===== src/pkg/utx_pkg.sv =====
// Constants, register map and types of the UART transmitter with fractional baud generator.
// Assumes one clock, the baud source clock, which clocks the whole block.
package utx_pkg;
	// Register byte offsets on the APB port.
	localparam logic [7:0]  UTX_OFF_CTRL       = 8'h00;
	localparam logic [7:0]  UTX_OFF_BAUD       = 8'h04;
	localparam logic [7:0]  UTX_OFF_TXBUF      = 8'h08;
	localparam logic [7:0]  UTX_OFF_STATUS     = 8'h0c;
	localparam logic [7:0]  UTX_OFF_COUNT      = 8'h10;
	// Control fields.
	localparam int          UTX_CTRL_HOLD_BIT  = 0;
	localparam int          UTX_CTRL_OS_BIT    = 1;
	localparam logic [1:0]  UTX_CTRL_RESET     = 2'h1;
	// Baud fields.
	localparam int          UTX_PRESCALE_LSB   = 0;
	localparam int          UTX_PRESCALE_MSB   = 15;
	localparam int          UTX_FIRST_LSB      = 16;
	localparam int          UTX_FIRST_MSB      = 19;
	localparam int          UTX_SECOND_LSB     = 24;
	localparam int          UTX_SECOND_MSB     = 31;
	localparam logic [15:0] UTX_PRESCALE_RESET = 16'h0003;
	localparam logic [3:0]  UTX_FIRST_RESET    = 4'h0;
	localparam logic [7:0]  UTX_SECOND_RESET   = 8'h00;
	// Status fields.
	localparam int          UTX_ST_EMPTY_BIT   = 0;
	localparam int          UTX_ST_BUSY_BIT    = 1;
	localparam int          UTX_ST_GEN_BIT     = 2;
	localparam int          UTX_ST_VOTE_BIT    = 3;
	// Frame: start bit, eight data bits LSB first, one stop bit.
	localparam logic [3:0]  UTX_FRAME_LAST     = 4'h9;
	localparam logic [7:0]  UTX_TXBUF_RESET    = 8'h00;
	localparam logic [9:0]  UTX_LINE_IDLE      = 10'h3ff;
	// Baud generator limits and positions.
	localparam logic [15:0] UTX_LF_MIN_DIV     = 16'h0003;
	localparam logic [15:0] UTX_OS_MIN_DIV     = 16'h0001;
	localparam logic [3:0]  UTX_POS_LAST       = 4'hf;
	localparam logic [2:0]  UTX_PAT_LAST       = 3'h7;
	localparam logic [3:0]  UTX_OS_SAMPLE_0    = 4'h6;
	localparam logic [3:0]  UTX_OS_SAMPLE_1    = 4'h7;
	localparam logic [3:0]  UTX_OS_SAMPLE_2    = 4'h8;
	localparam logic [4:0]  UTX_SIXTEEN        = 5'h10;

	typedef enum logic [1:0] {
		UTX_ST_IDLE,
		UTX_ST_WAIT,
		UTX_ST_SEND
	} utx_state_t;
endpackage


===== src/hdl/utx_vote.sv =====
// Three-sample majority voter on the serial line.
// Assumes the line input is already synchronous to the clock.
module utx_vote
	import utx_pkg::*;
(
	// Clock and reset.
	input  wire logic core_clk_in,
	input  wire logic reset_n_in,
	// Strobes from the baud generator.
	input  wire logic sample_in,
	input  wire logic bit_end_in,
	// Line and result.
	input  wire logic line_in,
	output logic      vote_out,
	output logic      vote_valid_out
);
	logic [2:0] samples;

	function automatic logic majority(input logic [2:0] s);
		return (s[0] & s[1]) | (s[0] & s[2]) | (s[1] & s[2]);
	endfunction

	always_ff @(posedge core_clk_in or negedge reset_n_in) begin
		if (!reset_n_in) begin
			samples <= 3'h7;
		end else if (sample_in) begin
			samples <= {samples[1:0], line_in};
		end
	end

	always_ff @(posedge core_clk_in or negedge reset_n_in) begin
		if (!reset_n_in) begin
			vote_out       <= 1'b1;
			vote_valid_out <= 1'b0;
		end else begin
			vote_valid_out <= bit_end_in;
			if (bit_end_in) begin
				// Short bits put the third sample in the bit-end cycle, so it is counted here as well.
				vote_out <= majority(sample_in ? {samples[1:0], line_in} : samples); // [RULE_09] [RULE_15]
			end
		end
	end
endmodule


===== src/hdl/utx_baud_gen.sv =====
// Fractional baud generator: low-frequency and sixteen-times oversampling modes.
// Assumes the enable stays low while idle and restart is given in the cycle of the bit tick.
module utx_baud_gen
	import utx_pkg::*;
(
	// Clock and reset.
	input  wire logic        core_clk_in,
	input  wire logic        reset_n_in,
	// Control.
	input  wire logic        enable_in,
	input  wire logic        restart_in,
	input  wire logic        oversample_in,
	input  wire logic [15:0] prescale_in,
	input  wire logic [3:0]  first_in,
	input  wire logic [7:0]  second_in,
	// Ticks and sample strobes.
	output logic             bit_tick_out,
	output logic             sixteenth_tick_out,
	output logic             sample_out
);
	logic [16:0] cnt;
	logic [3:0]  pos;
	logic [2:0]  idx;
	logic [15:0] div;
	logic        m_cur;
	logic        f_cur;
	logic [16:0] len;
	logic [16:0] limit;
	logic [16:0] half;
	logic        sub_end;

	function automatic logic first_stage_bit(input logic [3:0] pat, input logic [3:0] p);
		logic [4:0] low;
		logic [4:0] high;
		low  = ({1'b0, pat} + 5'h01) >> 1;
		high = {1'b0, pat} >> 1;
		return (p != 4'h0) && (({1'b0, p} <= low) || ({1'b0, p} >= (UTX_SIXTEEN - high)));
	endfunction

	// Prescalers below the mode limits are clamped so the rate never exceeds the supported maximum.
	assign div   = oversample_in ? ((prescale_in < UTX_OS_MIN_DIV) ? UTX_OS_MIN_DIV : prescale_in) // [RULE_14]
	                             : ((prescale_in < UTX_LF_MIN_DIV) ? UTX_LF_MIN_DIV : prescale_in); // [RULE_08]
	assign m_cur = second_in[UTX_PAT_LAST - idx]; // [RULE_12]
	assign f_cur = first_stage_bit(first_in, pos); // [RULE_16] [RULE_17]
	assign len   = oversample_in ? ({1'b0, div} + {16'h0, f_cur} + {16'h0, m_cur & (pos == UTX_POS_LAST)}) // [RULE_13] [RULE_18]
	                             : ({1'b0, div} + {16'h0, m_cur}); // [RULE_06] [RULE_10]
	assign limit = len - 17'h00001; // [RULE_22]
	assign half  = len >> 1;
	assign sub_end = enable_in && (cnt == limit);
	assign bit_tick_out       = sub_end && (!oversample_in || pos == UTX_POS_LAST); // [RULE_07]
	assign sixteenth_tick_out = sub_end && oversample_in;
	assign sample_out = enable_in && (oversample_in
		? (sub_end && (pos == UTX_OS_SAMPLE_0 || pos == UTX_OS_SAMPLE_1 || pos == UTX_OS_SAMPLE_2)) // [RULE_15]
		: (cnt == half - 17'h00001 || cnt == half || cnt == half + 17'h00001)); // [RULE_09]

	always_ff @(posedge core_clk_in or negedge reset_n_in) begin
		if (!reset_n_in) begin
			cnt <= 17'h00000;
			pos <= 4'h0;
			idx <= 3'h0;
		end else if (!enable_in) begin
			cnt <= 17'h00000; // [RULE_02]
			pos <= 4'h0;
			idx <= 3'h0;
		end else if (sub_end) begin
			cnt <= 17'h00000; // [RULE_22]
			if (bit_tick_out) begin
				pos <= 4'h0; // [RULE_16]
				idx <= restart_in ? 3'h0 : idx + 3'h1; // [RULE_11]
			end else begin
				pos <= pos + 4'h1;
			end
		end else begin
			cnt <= cnt + 17'h00001;
		end
	end
endmodule


===== src/hdl/utx_top.sv =====
// UART transmitter with fractional baud generator and its APB register file.
// Assumes a zero-wait APB master on the baud source clock and an idle-high transmit line.
//
// What this block does
// [RULE_01] Releasing soft reset hold leaves the transmitter idle and ready for a character.
// [RULE_02] While idle the baud generator stays stopped and produces no ticks.
// [RULE_03] Buffer write starts generator; character loads into shifter on next bit tick.
// [RULE_04] Buffer empty flag is set whenever the buffer can take a character.
// [RULE_05] A waiting character follows back to back; otherwise return idle, stop generator.
// [RULE_06] Oversample select 0 gives low-frequency mode: prescaler plus one modulator.
// [RULE_07] Oversample select 1 derives bit tick from a sixteen-times faster tick.
// [RULE_08] Low-frequency mode bit rate is at most a third of the source clock.
// [RULE_09] Low-frequency bits are voted from three samples around the bit middle.
// [RULE_10] Bit lasts prescaler clocks plus one when its second-stage pattern bit is set.
// [RULE_11] Second-stage pattern walks eight positions, wraps, restarts at each start bit.
// [RULE_12] Start bit uses the pattern MSB, later bits the lower bits in turn.
// [RULE_13] Oversampling: prescaler and first modulator make sixteenth ticks, divide by sixteen.
// [RULE_14] Oversampling mode bit rate is at most a sixteenth of the source clock.
// [RULE_15] Oversampling votes are one sixteenth of a bit apart.
// [RULE_16] First-stage pattern lengthens a sixteenth period by one clock, restarting each bit.
// [RULE_17] First-stage pattern indexed by sixteenth count; position zero never lengthened.
// [RULE_18] Oversampling bit tick is also modulated by the second-stage pattern.
// [RULE_19] Software picks oversampling for divisors of sixteen or more.
// [RULE_20] Low-frequency software sets prescaler to integer part, fraction via modulator.
// [RULE_21] Software may look up the second-stage pattern from the fractional divisor.
// [RULE_22] Bit length counts are reloaded at each boundary without lost or extra clocks.
module utx_top
	import utx_pkg::*;
(
	// Clock and reset.
	input  wire logic        core_clk_in,
	input  wire logic        reset_n_in,
	// APB slave.
	input  wire logic        psel_in,
	input  wire logic        penable_in,
	input  wire logic        pwrite_in,
	input  wire logic [7:0]  paddr_in,
	input  wire logic [31:0] pwdata_in,
	output logic [31:0]      prdata_out,
	output logic             pready_out,
	output logic             pslverr_out,
	// Serial line.
	input  wire logic        rx_line_in,
	output logic             tx_line_out,
	// Status outputs.
	output logic             tx_buffer_empty_flag_out,
	output logic             bit_tick_out,
	output logic             sixteenth_bit_tick_out,
	output logic             busy_out
);
	logic        soft_reset_hold;
	logic        oversample_select;
	logic [15:0] prescale_divisor;
	logic [3:0]  first_stage_pattern;
	logic [7:0]  second_stage_pattern;
	logic [7:0]  tx_buffer;
	logic        tx_buffer_full;
	logic [9:0]  shifter;
	logic [3:0]  bits_left;
	logic [15:0] char_count;
	utx_state_t  state;
	logic        setup;
	logic        wr;
	logic        wr_ctrl;
	logic        wr_baud;
	logic        wr_txbuf;
	logic        gen_enable;
	logic        bit_tick;
	logic        restart;
	logic        load;
	logic        finish;
	logic        sample;
	logic        vote;
	logic        vote_valid;

	function automatic logic mapped(input logic [7:0] a);
		logic hit;
		hit = 1'b0;
		if (a == UTX_OFF_CTRL) begin
			hit = 1'b1;
		end else if (a == UTX_OFF_BAUD) begin
			hit = 1'b1;
		end else if (a == UTX_OFF_TXBUF) begin
			hit = 1'b1;
		end else if (a == UTX_OFF_STATUS) begin
			hit = 1'b1;
		end else if (a == UTX_OFF_COUNT) begin
			hit = 1'b1;
		end
		return hit;
	endfunction

	// Zero-wait slave: the access phase always completes in its first cycle.
	assign pready_out = 1'b1;
	assign setup      = psel_in && !penable_in;
	assign wr         = psel_in && penable_in && pwrite_in;
	assign wr_ctrl    = wr && (paddr_in == UTX_OFF_CTRL);
	assign wr_baud    = wr && (paddr_in == UTX_OFF_BAUD);
	assign wr_txbuf   = wr && (paddr_in == UTX_OFF_TXBUF) && !soft_reset_hold;

	assign gen_enable = (state != UTX_ST_IDLE); // [RULE_02] [RULE_03]
	assign load       = bit_tick && (state == UTX_ST_WAIT); // [RULE_03]
	assign finish     = bit_tick && (state == UTX_ST_SEND) && (bits_left == 4'h0);
	assign restart    = load || (finish && tx_buffer_full); // [RULE_05] [RULE_11]

	assign tx_line_out              = shifter[0];
	assign tx_buffer_empty_flag_out = !tx_buffer_full && !soft_reset_hold; // [RULE_04]
	assign bit_tick_out             = bit_tick;
	assign busy_out                 = (state == UTX_ST_SEND);

	utx_baud_gen u_baud (
		.core_clk_in        (core_clk_in),
		.reset_n_in         (reset_n_in),
		.enable_in          (gen_enable),
		.restart_in         (restart),
		.oversample_in      (oversample_select),
		.prescale_in        (prescale_divisor),
		.first_in           (first_stage_pattern),
		.second_in          (second_stage_pattern),
		.bit_tick_out       (bit_tick),
		.sixteenth_tick_out (sixteenth_bit_tick_out),
		.sample_out         (sample)
	);

	utx_vote u_vote (
		.core_clk_in    (core_clk_in),
		.reset_n_in     (reset_n_in),
		.sample_in      (sample),
		.bit_end_in     (bit_tick),
		.line_in        (rx_line_in),
		.vote_out       (vote),
		.vote_valid_out (vote_valid)
	);

	// Control register.
	always_ff @(posedge core_clk_in or negedge reset_n_in) begin
		if (!reset_n_in) begin
			soft_reset_hold   <= UTX_CTRL_RESET[UTX_CTRL_HOLD_BIT];
			oversample_select <= UTX_CTRL_RESET[UTX_CTRL_OS_BIT];
		end else if (wr_ctrl) begin
			soft_reset_hold   <= pwdata_in[UTX_CTRL_HOLD_BIT];
			oversample_select <= pwdata_in[UTX_CTRL_OS_BIT]; // [RULE_06] [RULE_07]
		end
	end

	// Baud register; changing it mid-character takes effect on the running bit.
	always_ff @(posedge core_clk_in or negedge reset_n_in) begin
		if (!reset_n_in) begin
			prescale_divisor     <= UTX_PRESCALE_RESET;
			first_stage_pattern  <= UTX_FIRST_RESET;
			second_stage_pattern <= UTX_SECOND_RESET;
		end else if (wr_baud) begin
			prescale_divisor     <= pwdata_in[UTX_PRESCALE_MSB:UTX_PRESCALE_LSB];
			first_stage_pattern  <= pwdata_in[UTX_FIRST_MSB:UTX_FIRST_LSB];
			second_stage_pattern <= pwdata_in[UTX_SECOND_MSB:UTX_SECOND_LSB];
		end
	end

	// Transmit buffer. A write in the cycle of a load wins, so no character is lost.
	always_ff @(posedge core_clk_in or negedge reset_n_in) begin
		if (!reset_n_in) begin
			tx_buffer      <= UTX_TXBUF_RESET;
			tx_buffer_full <= 1'b0;
		end else if (soft_reset_hold) begin
			tx_buffer_full <= 1'b0;
		end else if (wr_txbuf) begin
			tx_buffer      <= pwdata_in[7:0];
			tx_buffer_full <= 1'b1; // [RULE_03]
		end else if (restart) begin
			tx_buffer_full <= 1'b0; // [RULE_04]
		end
	end

	// Transmit sequencer.
	always_ff @(posedge core_clk_in or negedge reset_n_in) begin
		if (!reset_n_in) begin
			state <= UTX_ST_IDLE;
		end else if (soft_reset_hold) begin
			state <= UTX_ST_IDLE; // [RULE_01]
		end else begin
			case (state)
				UTX_ST_IDLE: begin
					if (tx_buffer_full) begin
						state <= UTX_ST_WAIT; // [RULE_03]
					end
				end
				UTX_ST_WAIT: begin
					if (load) begin
						state <= UTX_ST_SEND;
					end
				end
				UTX_ST_SEND: begin
					if (finish && !tx_buffer_full) begin
						state <= UTX_ST_IDLE; // [RULE_05]
					end
				end
				default: begin
					state <= UTX_ST_IDLE;
				end
			endcase
		end
	end

	// Shift register: line idles high, frame is start, data LSB first, stop.
	always_ff @(posedge core_clk_in or negedge reset_n_in) begin
		if (!reset_n_in) begin
			shifter   <= UTX_LINE_IDLE;
			bits_left <= 4'h0;
		end else if (soft_reset_hold) begin
			shifter   <= UTX_LINE_IDLE; // [RULE_01]
			bits_left <= 4'h0;
		end else if (restart) begin
			shifter   <= {1'b1, tx_buffer, 1'b0}; // [RULE_03] [RULE_05]
			bits_left <= UTX_FRAME_LAST;
		end else if (finish) begin
			shifter   <= UTX_LINE_IDLE;
		end else if (bit_tick && state == UTX_ST_SEND) begin
			shifter   <= {1'b1, shifter[9:1]};
			bits_left <= bits_left - 4'h1;
		end
	end

	// Count of characters started, for software progress checks.
	always_ff @(posedge core_clk_in or negedge reset_n_in) begin
		if (!reset_n_in) begin
			char_count <= 16'h0000;
		end else if (soft_reset_hold) begin
			char_count <= 16'h0000;
		end else if (restart) begin
			char_count <= char_count + 16'h0001;
		end
	end

	// Read data and error are captured in the setup cycle and stand through the access cycle.
	always_ff @(posedge core_clk_in or negedge reset_n_in) begin
		if (!reset_n_in) begin
			prdata_out  <= 32'h00000000;
			pslverr_out <= 1'b0;
		end else if (setup) begin
			pslverr_out <= !mapped(paddr_in);
			prdata_out  <= 32'h00000000;
			if (!pwrite_in) begin
				if (paddr_in == UTX_OFF_CTRL) begin
					prdata_out[UTX_CTRL_HOLD_BIT] <= soft_reset_hold;
					prdata_out[UTX_CTRL_OS_BIT]   <= oversample_select;
				end else if (paddr_in == UTX_OFF_BAUD) begin
					prdata_out[UTX_PRESCALE_MSB:UTX_PRESCALE_LSB] <= prescale_divisor;
					prdata_out[UTX_FIRST_MSB:UTX_FIRST_LSB]       <= first_stage_pattern;
					prdata_out[UTX_SECOND_MSB:UTX_SECOND_LSB]     <= second_stage_pattern;
				end else if (paddr_in == UTX_OFF_TXBUF) begin
					prdata_out[7:0] <= tx_buffer;
				end else if (paddr_in == UTX_OFF_STATUS) begin
					prdata_out[UTX_ST_EMPTY_BIT] <= tx_buffer_empty_flag_out;
					prdata_out[UTX_ST_BUSY_BIT]  <= busy_out;
					prdata_out[UTX_ST_GEN_BIT]   <= gen_enable;
					prdata_out[UTX_ST_VOTE_BIT]  <= vote;
				end else if (paddr_in == UTX_OFF_COUNT) begin
					prdata_out[15:0] <= char_count;
				end
			end
		end else if (!psel_in) begin
			pslverr_out <= 1'b0;
		end
	end

	// The voted line value is only observed through the status register.
	logic unused_vote_valid;
	assign unused_vote_valid = vote_valid;
endmodule


===== config.mk =====
export PLATFORM = sky130hd
export DESIGN_NAME = utx_top
export DESIGN_NICKNAME = d
export VERILOG_FILES = /design/src/pkg/utx_pkg.sv /design/src/hdl/utx_vote.sv /design/src/hdl/utx_baud_gen.sv /design/src/hdl/utx_top.sv
export SDC_FILE = /design/constraint.sdc
export NUM_CORES = 1
export LEC_CHECK = 0
export ABC_AREA = 1
export BUFFER_PORTS_ARGS = -buffer_cell sky130_fd_sc_hd__buf_2
export CAP_MARGIN = 10
export CORE_MARGIN = 3
export CORE_UTILIZATION = 50
export CTS_BUF_LIST = sky130_fd_sc_hd__clkbuf_4 sky130_fd_sc_hd__clkbuf_8
export CTS_CLUSTER_SIZE = 16
export DETAILED_ROUTE_END_ITERATION = 8
export GPL_ROUTABILITY_DRIVEN = 0
export HOLD_SLACK_MARGIN = 0.08
export PLACE_DENSITY = 0.69
export SLEW_MARGIN = 20
export SYNTH_ARGS = -nofsm -noshare
export SYNTH_HDL_FRONTEND = slang
export SYNTH_SLANG_ARGS = --single-unit

===== constraint.sdc =====
create_clock -name core_clk_in -period 8.24 [get_ports core_clk_in]
set_clock_uncertainty 0.2 [all_clocks]
set_input_delay 0.412 -clock core_clk_in [delete_from_list [all_inputs] [get_ports core_clk_in]]
set_output_delay 0.412 -clock core_clk_in [all_outputs]
set_load 0.1 [all_outputs]

## Word level (Yosys, flattened, before mapping)

Index checks and enable logic that the tools add are counted.

- Output and inout bits: 39
- Input bits: 46
- Register bits: 128

- Eq/ne operators: 21
- Add/sub/neg operators: 14
- Bitwise logic cells: 7
- Reduce and logical (&&, ||, !) cells: 44
- Muxes and demuxes: 56
- $lt $le $gt $ge: 5

Operators with widths:

| cell | count |
|---|---|
| two-way mux 16 bit | 7 |
| == test 17 bit | 3 |
| two-way mux 17 bit | 3 |
| two-way mux 10 bit | 4 |
| two-way mux 8 bit | 5 |
| two-way mux 4 bit | 9 |
| adder 16 x 1 -> 17 bit | 2 |
| two-way mux 20 bit | 1 |
| logical AND 1 bit | 19 |
| two-way mux 18 bit | 1 |
| adder 16 x 1 -> 17 bit (second input constant) | 1 |
| adder 17 x 1 -> 17 bit | 1 |
| adder 17 x 1 -> 17 bit (second input constant) | 1 |
| == test 17 x 16 -> 1 bit | 1 |
| subtractor 16 x 1 -> 17 bit (second input constant) | 1 |
| subtractor 17 x 1 -> 17 bit (second input constant) | 1 |
| adder 16 x 1 -> 16 bit (second input constant) | 1 |
| == test 8 x 4 -> 1 bit (second input constant) | 2 |
| < comparator 16 x 1 -> 1 bit (second input constant) | 1 |
| < comparator 16 x 2 -> 1 bit (second input constant) | 1 |
| two-way mux 3 bit | 5 |
| two-way mux 1 bit | 13 |
| two-way mux 12 bit | 1 |
| two-way mux 2 bit | 5 |
| other kinds (35) | 58 |

## Longest topological paths before layout

- Depth in word-level cells: 19
- Depth in mapped cells: 39
- Depth with buffers taken out: 39

## Modules after synthesis

Synthesis repeated with hierarchy kept, for this count alone.

- Cells, all modules: 1,497
- Area total of the unflattened synthesis: 9,849.4 um^2

By module, submodules not included:

| module | cells an instance | area each (um^2) | seq. area each (um^2) | times used |
|---|---|---|---|---|
| utx_top | 648 | 5,044.8 | 2,492.4 | 1 |
| utx_baud_gen | 825 | 4,594.4 | 600.6 | 1 |
| utx_vote | 24 | 210.2 | 130.1 | 1 |

## Worst setup path after synthesis

No wires, ideal clock.

- Path type: register to output
- Start point: reg first_stage_pattern[1]
- End point: out sixteenth_bit_tick_out
- Buffers on the path: 0
- Slack: 1.427 ns
- Cell stages (with the launch flop): 26
- Arrival: 6.201 ns
- Path through: dfrtp_1 -> inv_1 -> ha_1 -> ha_1 -> inv_1 -> ha_1 -> o21a_1 -> o21ai_0 -> a21oi_1 -> a21oi_1 -> a32oi_1 -> fa_1 -> ha_1 -> o21ai_1 -> ha_1 -> nand3_2 -> nor2_4 -> nand2_4 -> nor2_8 -> nand2_4 -> nor2_8 -> xor2_2 -> nand3_1 -> nor3_2 -> nand2_1 -> nor3_1

- Cells in the longest elaborated chain, start to end: 11
- Elaborated cells on any way between the ends: 13

RTL lines:

| what | line | source |
|---|---|---|
| start: declaration | utx_top.sv:54 | `logic [3:0] first_stage_pattern;` |
| start signal: assignment | utx_top.sv:154 | `first_stage_pattern <= pwdata_in[UTX_FIRST_MSB:UTX_FIRST_LSB];` |
| subtractor 5 x 3 -> 5 bit / adder 4 x 1 -> 5 bit (equally long branches) | utx_baud_gen.sv:37, utx_baud_gen.sv:35 |  |
| >= comparator 4 x 5 -> 1 bit / less-or-equal comparator 4 bit (equally long branches) | utx_baud_gen.sv:37 | `return (p != 4'h0) && (({1'b0, p} <= low) \|\| ({1'b0, p} >= (UTX_SIXTEEN - high)));` |
| logical OR 1 bit (*) | utx_baud_gen.sv:37 |  |
| logical AND 1 bit (*) | utx_baud_gen.sv:37 |  |
| adder 16 x 1 -> 17 bit (*) | utx_baud_gen.sv:45 | `assign len = oversample_in ? ({1'b0, div} + {16'h0, f_cur} + {16'h0, m_cur & (pos == UTX_POS_LAST)})` |
| adder 17 x 1 -> 17 bit (*) | utx_baud_gen.sv:45 |  |
| two-way mux 17 bit (*) | utx_baud_gen.sv:45 |  |
| subtractor 17 x 1 -> 17 bit (*) | utx_baud_gen.sv:47 | `assign limit = len - 17'h00001;` |
| == test 17 bit (*) | utx_baud_gen.sv:49 | `assign sub_end = enable_in && (cnt == limit);` |
| logical AND 1 bit (*) | utx_baud_gen.sv:49 |  |
| logical AND 1 bit (*) | utx_baud_gen.sv:51 | `assign sixteenth_tick_out = sub_end && oversample_in;` |
| end: declaration | utx_top.sv:48 | `output logic sixteenth_bit_tick_out,` |

Mark *: on every way between the ends. The rest lies on a longest branch, timed or not.

## Worst setup path in the final report

- Start point: reg first_stage_pattern[2]
- End point: out bit_tick_out

- Cells in the longest elaborated chain, start to end: 11
- Elaborated cells on any way between the ends: 13

RTL lines:

| what | line | source |
|---|---|---|
| subtractor 5 x 3 -> 5 bit / adder 4 x 1 -> 5 bit (equally long branches) | utx_baud_gen.sv:37, utx_baud_gen.sv:35 |  |
| >= comparator 4 x 5 -> 1 bit / less-or-equal comparator 4 bit (equally long branches) | utx_baud_gen.sv:37 |  |
| logical OR 1 bit (*) | utx_baud_gen.sv:37 |  |
| logical AND 1 bit (*) | utx_baud_gen.sv:37 |  |
| adder 16 x 1 -> 17 bit (*) | utx_baud_gen.sv:45 |  |
| adder 17 x 1 -> 17 bit (*) | utx_baud_gen.sv:45 |  |
| two-way mux 17 bit (*) | utx_baud_gen.sv:45 |  |
| subtractor 17 x 1 -> 17 bit (*) | utx_baud_gen.sv:47 |  |
| == test 17 bit (*) | utx_baud_gen.sv:49 |  |
| logical AND 1 bit (*) | utx_baud_gen.sv:49 |  |
| logical AND 1 bit (*) | utx_baud_gen.sv:50 | `assign bit_tick_out = sub_end && (!oversample_in \|\| pos == UTX_POS_LAST);` |
| end: declaration | utx_top.sv:47 | `output logic bit_tick_out,` |

Marked as above.

==> impl_metrics.env <==
export IMPL_result_of_the_run="finished clean"
export IMPL_cts_reportedPaths_clkPinSlew_ns=0.08
export IMPL_grt_pass1_wl_mm=42.1
export IMPL_placementRows=49
export IMPL_post_route_cells_drive_above_1_share=0.136
export IMPL_average_instance_area_after_synthesis_um2=6.99
export IMPL_clock_root_buffer="sky130_fd_sc_hd__clkbuf_8"
export IMPL_port_buffer_count=75
export IMPL_worstRegToRegCells=31
export IMPL_power_density_cell_area_mw_per_mm2=148
export IMPL_final_period_minus_worst_setup_slack_ns=7.02
export IMPL_design_core_area_mm2=0.0181
export IMPL_worst_path_largest_cell_delay_ns=0.51
export IMPL_tritoncts_clock_tree="done"
export IMPL_drt_total_wl_mm=25.6
export IMPL_hold_end="soft_reset_hold"
export IMPL_total_power_mw=1.57
export IMPL_cts_htree_levels=4
export IMPL_die_area_mm2=0.0204
export IMPL_finalInstanceArea_mm2=0.0106
export IMPL_worst_endpoint_required_ns=7.63
export IMPL_critPathKind="reg2out"
export IMPL_timing_critical_path_slowest_stage_cell="sky130_fd_sc_hd__buf_2"
export IMPL_irDropWorstVdd_mv=0.158
export IMPL_count_of_flip_flops_with_a_built_in_enable_after_synthesis=0
export IMPL_cts_setup_buffers=0
export IMPL_max_clock_path_buffers=2
export IMPL_synth_seq_cells=127
export IMPL_insertedDiodeCount=0
export IMPL_syn_area_mm2=0.00935
export IMPL_tritoncts_num_buffers=17
export IMPL_syn_instance_count=1337
export IMPL_number_of_primary_i_o_pins=85
export IMPL_timing_max_transition_violations_final=0
export IMPL_routedWlPerCell_um=15.3
export IMPL_dp_cells=1612
export IMPL_cap_viol_max_count=0
export IMPL_cp_common_cell="sky130_fd_sc_hd__ha_1"
export IMPL_hold_ws_ns=0.220
export IMPL_drt_vias_per_instance=5.42
export IMPL_via_count=9091
export IMPL_globalRouteOverflowTotal=0
export IMPL_timing_critical_path_buf_inv=3
export IMPL_dr_first_iter_drc_count=709
export IMPL_crit_path_max_fanout=7
export IMPL_fin_nets=1507
export IMPL_grt_max_degree=72
export IMPL_floorplan_die_width_um=143
export IMPL_hold_start="pwrite_in"
export IMPL_first_global_vias=8556
export IMPL_final_setup_viol_count=0
export IMPL_yosys_warnings=0
export IMPL_maxClockFrequency_ghz=0.142
export IMPL_finalHoldViolations=0
export IMPL_worst_ep_arrival_ns=6.41
export IMPL_worst_skew_pair_late_latency_ns=0.45
export IMPL_reg2reg_to="char_count[13]"
export IMPL_die_y_um=143
export IMPL_ys_types=59
export IMPL_synth_async_sr_flop_share=1.00
export IMPL_synthesis_to_layout_area_growth_pct=13.3
export IMPL_critical_path_startpoint_type="flop"
export IMPL_totalNegativeSetupSlack_ns=0
export IMPL_post_cts_hold_buffer_count=32
export IMPL_synth_seq_area_share=0.342
export IMPL_post_route_drc_count=0
export IMPL_dpl_instance_area_mm2=0.00985
export IMPL_worst_slew_pin_transition_ns=1.02
export IMPL_detail_route_first_pass_iterations=5
export IMPL_final_antenna_net_count=0
export IMPL_synth_ff_type="sky130_fd_sc_hd__dfrtp_1"
export IMPL_total_clock_sinks=127
export IMPL_groute_usage_overall=0.256
export IMPL_regToRegSetupSlack_ns=1.51
export IMPL_min_path_type="in2reg"
export IMPL_post_route_period_util=0.853
export IMPL_leakage_nw=5.28
export IMPL_worstHoldPathCells=5
export IMPL_worstReg2RegStart="first_stage_pattern[2]"
export IMPL_layoutNonFillerInstCount=1676
export IMPL_timing_critical_path_max_delay_family="simple AND/OR/NAND/NOR gates"
export IMPL_post_cts_resized=0
export IMPL_dp_hpwl_mm=19.2
export IMPL_grt_setup_unrepaired="no"
export IMPL_floorplan_initialDensity=0.515
export IMPL_max_slew_margin=0.319
export IMPL_endpoint_kind="output pin"
export IMPL_grt_antenna_before_repair=0
==> through the flow <==
step | utilization | worst slack (ns)
floorplan | - | 1.43
global placement | 0.543 | 1.64
detailed placement | 0.543 | 1.57
CTS | 0.584 | 1.20
global route | 0.584 | 0.661
finish | 0.584 | 1.22
==> where the power goes <==
part | internal (mW) | leakage, nW | total (mW) | switching (mW)
registers | 0.647 | 1.65 | 0.667 | 0.0204
clock network | 0.317 | 0.208 | 0.589 | 0.273
logic | 0.0837 | 3.43 | 0.311 | 0.227
total | 1.05 | 5.28 | 1.57 | 0.520
==> cells in the mapped netlist, types with 4 or more instances <==
cell type,number,share of area
sky130_fd_sc_hd__a21oi_1,46,0.025
sky130_fd_sc_hd__dfrtp_1,111,0.30
sky130_fd_sc_hd__nand4_1,32,0.021
sky130_fd_sc_hd__nand2_2,17,0.011
sky130_fd_sc_hd__a32o_1,14,0.015
sky130_fd_sc_hd__xnor2_1,7,0.0066
sky130_fd_sc_hd__clkbuf_1,20,0.0080
sky130_fd_sc_hd__inv_1,179,0.072
sky130_fd_sc_hd__nand2_4,5,0.0060
sky130_fd_sc_hd__inv_2,7,0.0028
sky130_fd_sc_hd__ha_1,26,0.035
sky130_fd_sc_hd__or2_2,4,0.0027
sky130_fd_sc_hd__buf_4,7,0.0056
sky130_fd_sc_hd__nand2_1,342,0.14
sky130_fd_sc_hd__o21ai_1,11,0.0059
sky130_fd_sc_hd__o21ai_0,78,0.042
sky130_fd_sc_hd__xor2_1,46,0.043
sky130_fd_sc_hd__nor2_1,154,0.062
sky130_fd_sc_hd__nor3_1,26,0.014
sky130_fd_sc_hd__o22ai_1,5,0.0033
sky130_fd_sc_hd__mux2_2,9,0.011
sky130_fd_sc_hd__nor4_1,9,0.0060
sky130_fd_sc_hd__a221oi_1,4,0.0037
sky130_fd_sc_hd__nand3_1,102,0.055
sky130_fd_sc_hd__nor2_2,5,0.0033
sky130_fd_sc_hd__dfstp_2,16,0.045
sky130_fd_sc_hd__nor2_4,5,0.0060
==> worst min-delay path: stages <==
cell,delay (ns)
sky130_fd_sc_hd__buf_2,0.11
sky130_fd_sc_hd__inv_1,0.04
sky130_fd_sc_hd__nor2_1,0.07
sky130_fd_sc_hd__nand2_1,0.13
sky130_fd_sc_hd__o21ai_0,0.09
==> metal layers <==
metal,vias up,global-route usage,wire (um)
li1,4507,-,-
met1,4214,0.353,11900
met2,327,0.405,11600
met3,43,0.0489,1490
met4,0,0.0870,596
met5,-,0,0
==> layout make-up <==
| type | instances | area, um^2 |
|---|---|---|
| clock buffer | 20 | 263 |
| clock inverter | 12 | 160 |
| fill | 1745 | 7550 |
| inverter | 188 | 711 |
| multi-input combinational | 990 | 5250 |
| sequential | 127 | 3200 |
| tap | 229 | 287 |
| timing repair buffer | 110 | 721 |
==> kinds of logic (layout without fill, tap and decap cells) <==
logic type	count (synthesis)	after routing	synth area share
AND/OR/NAND/NOR	719	719	0.348
flip-flops	127	127	0.342
multiplexers	9	9	0.0108
adder cells (fa/ha/maj)	27	27	0.0370
XOR/XNOR	55	55	0.0532
AO/OA/AOI/OAI	175	175	0.110
other	2	5	0.000804
buffers and inverters	223	330	0.0975
==> flip-flops by register name, summed over array words and instances, names as in the netlist <==
register,flops
first_stage_pattern,4
u_vote.vote_out,1
oversample_select,1
u_baud.pos,4
u_baud.cnt,17
shifter,9
u_baud.idx,3
bits_left,4
tx_buffer,8
u_vote.samples,3
soft_reset_hold,1
prdata_out,28
tx_buffer_full,1
pslverr_out,1
second_stage_pattern,8
prescale_divisor,16
state,2
char_count,16
==> how the worst max path moves through the flow <==
stage,start,endpoint,cells past startpoint
final,first_stage_pattern[2],bit_tick_out,26
after global routing,first_stage_pattern[1],bit_tick_out,27
after CTS,first_stage_pattern[2],bit_tick_out,26
after detailed placement,first_stage_pattern[2],tx_buffer_full,30
after global placement,first_stage_pattern[1],tx_buffer_full,30
after floorplan,first_stage_pattern[1],sixteenth_bit_tick_out,25
==> layout by cell type, fill, tap and decap left out, types with 32 or more instances in the layout <==
| cell | Yosys | routed |
|---|---|---|
| sky130_fd_sc_hd__nand2_1 | 342 | 342 |
| sky130_fd_sc_hd__nand3_1 | 102 | 102 |
| sky130_fd_sc_hd__nor2_1 | 154 | 154 |
| sky130_fd_sc_hd__inv_1 | 179 | 179 |
| sky130_fd_sc_hd__a21oi_1 | 46 | 46 |
| sky130_fd_sc_hd__o21ai_0 | 78 | 78 |
| sky130_fd_sc_hd__buf_2 | 2 | 74 |
| sky130_fd_sc_hd__dlygate4sd3_1 | 0 | 32 |
| sky130_fd_sc_hd__nand4_1 | 32 | 32 |
| sky130_fd_sc_hd__dfrtp_1 | 111 | 111 |
| sky130_fd_sc_hd__xor2_1 | 46 | 46 |
(Power assumes the default switching activity.)
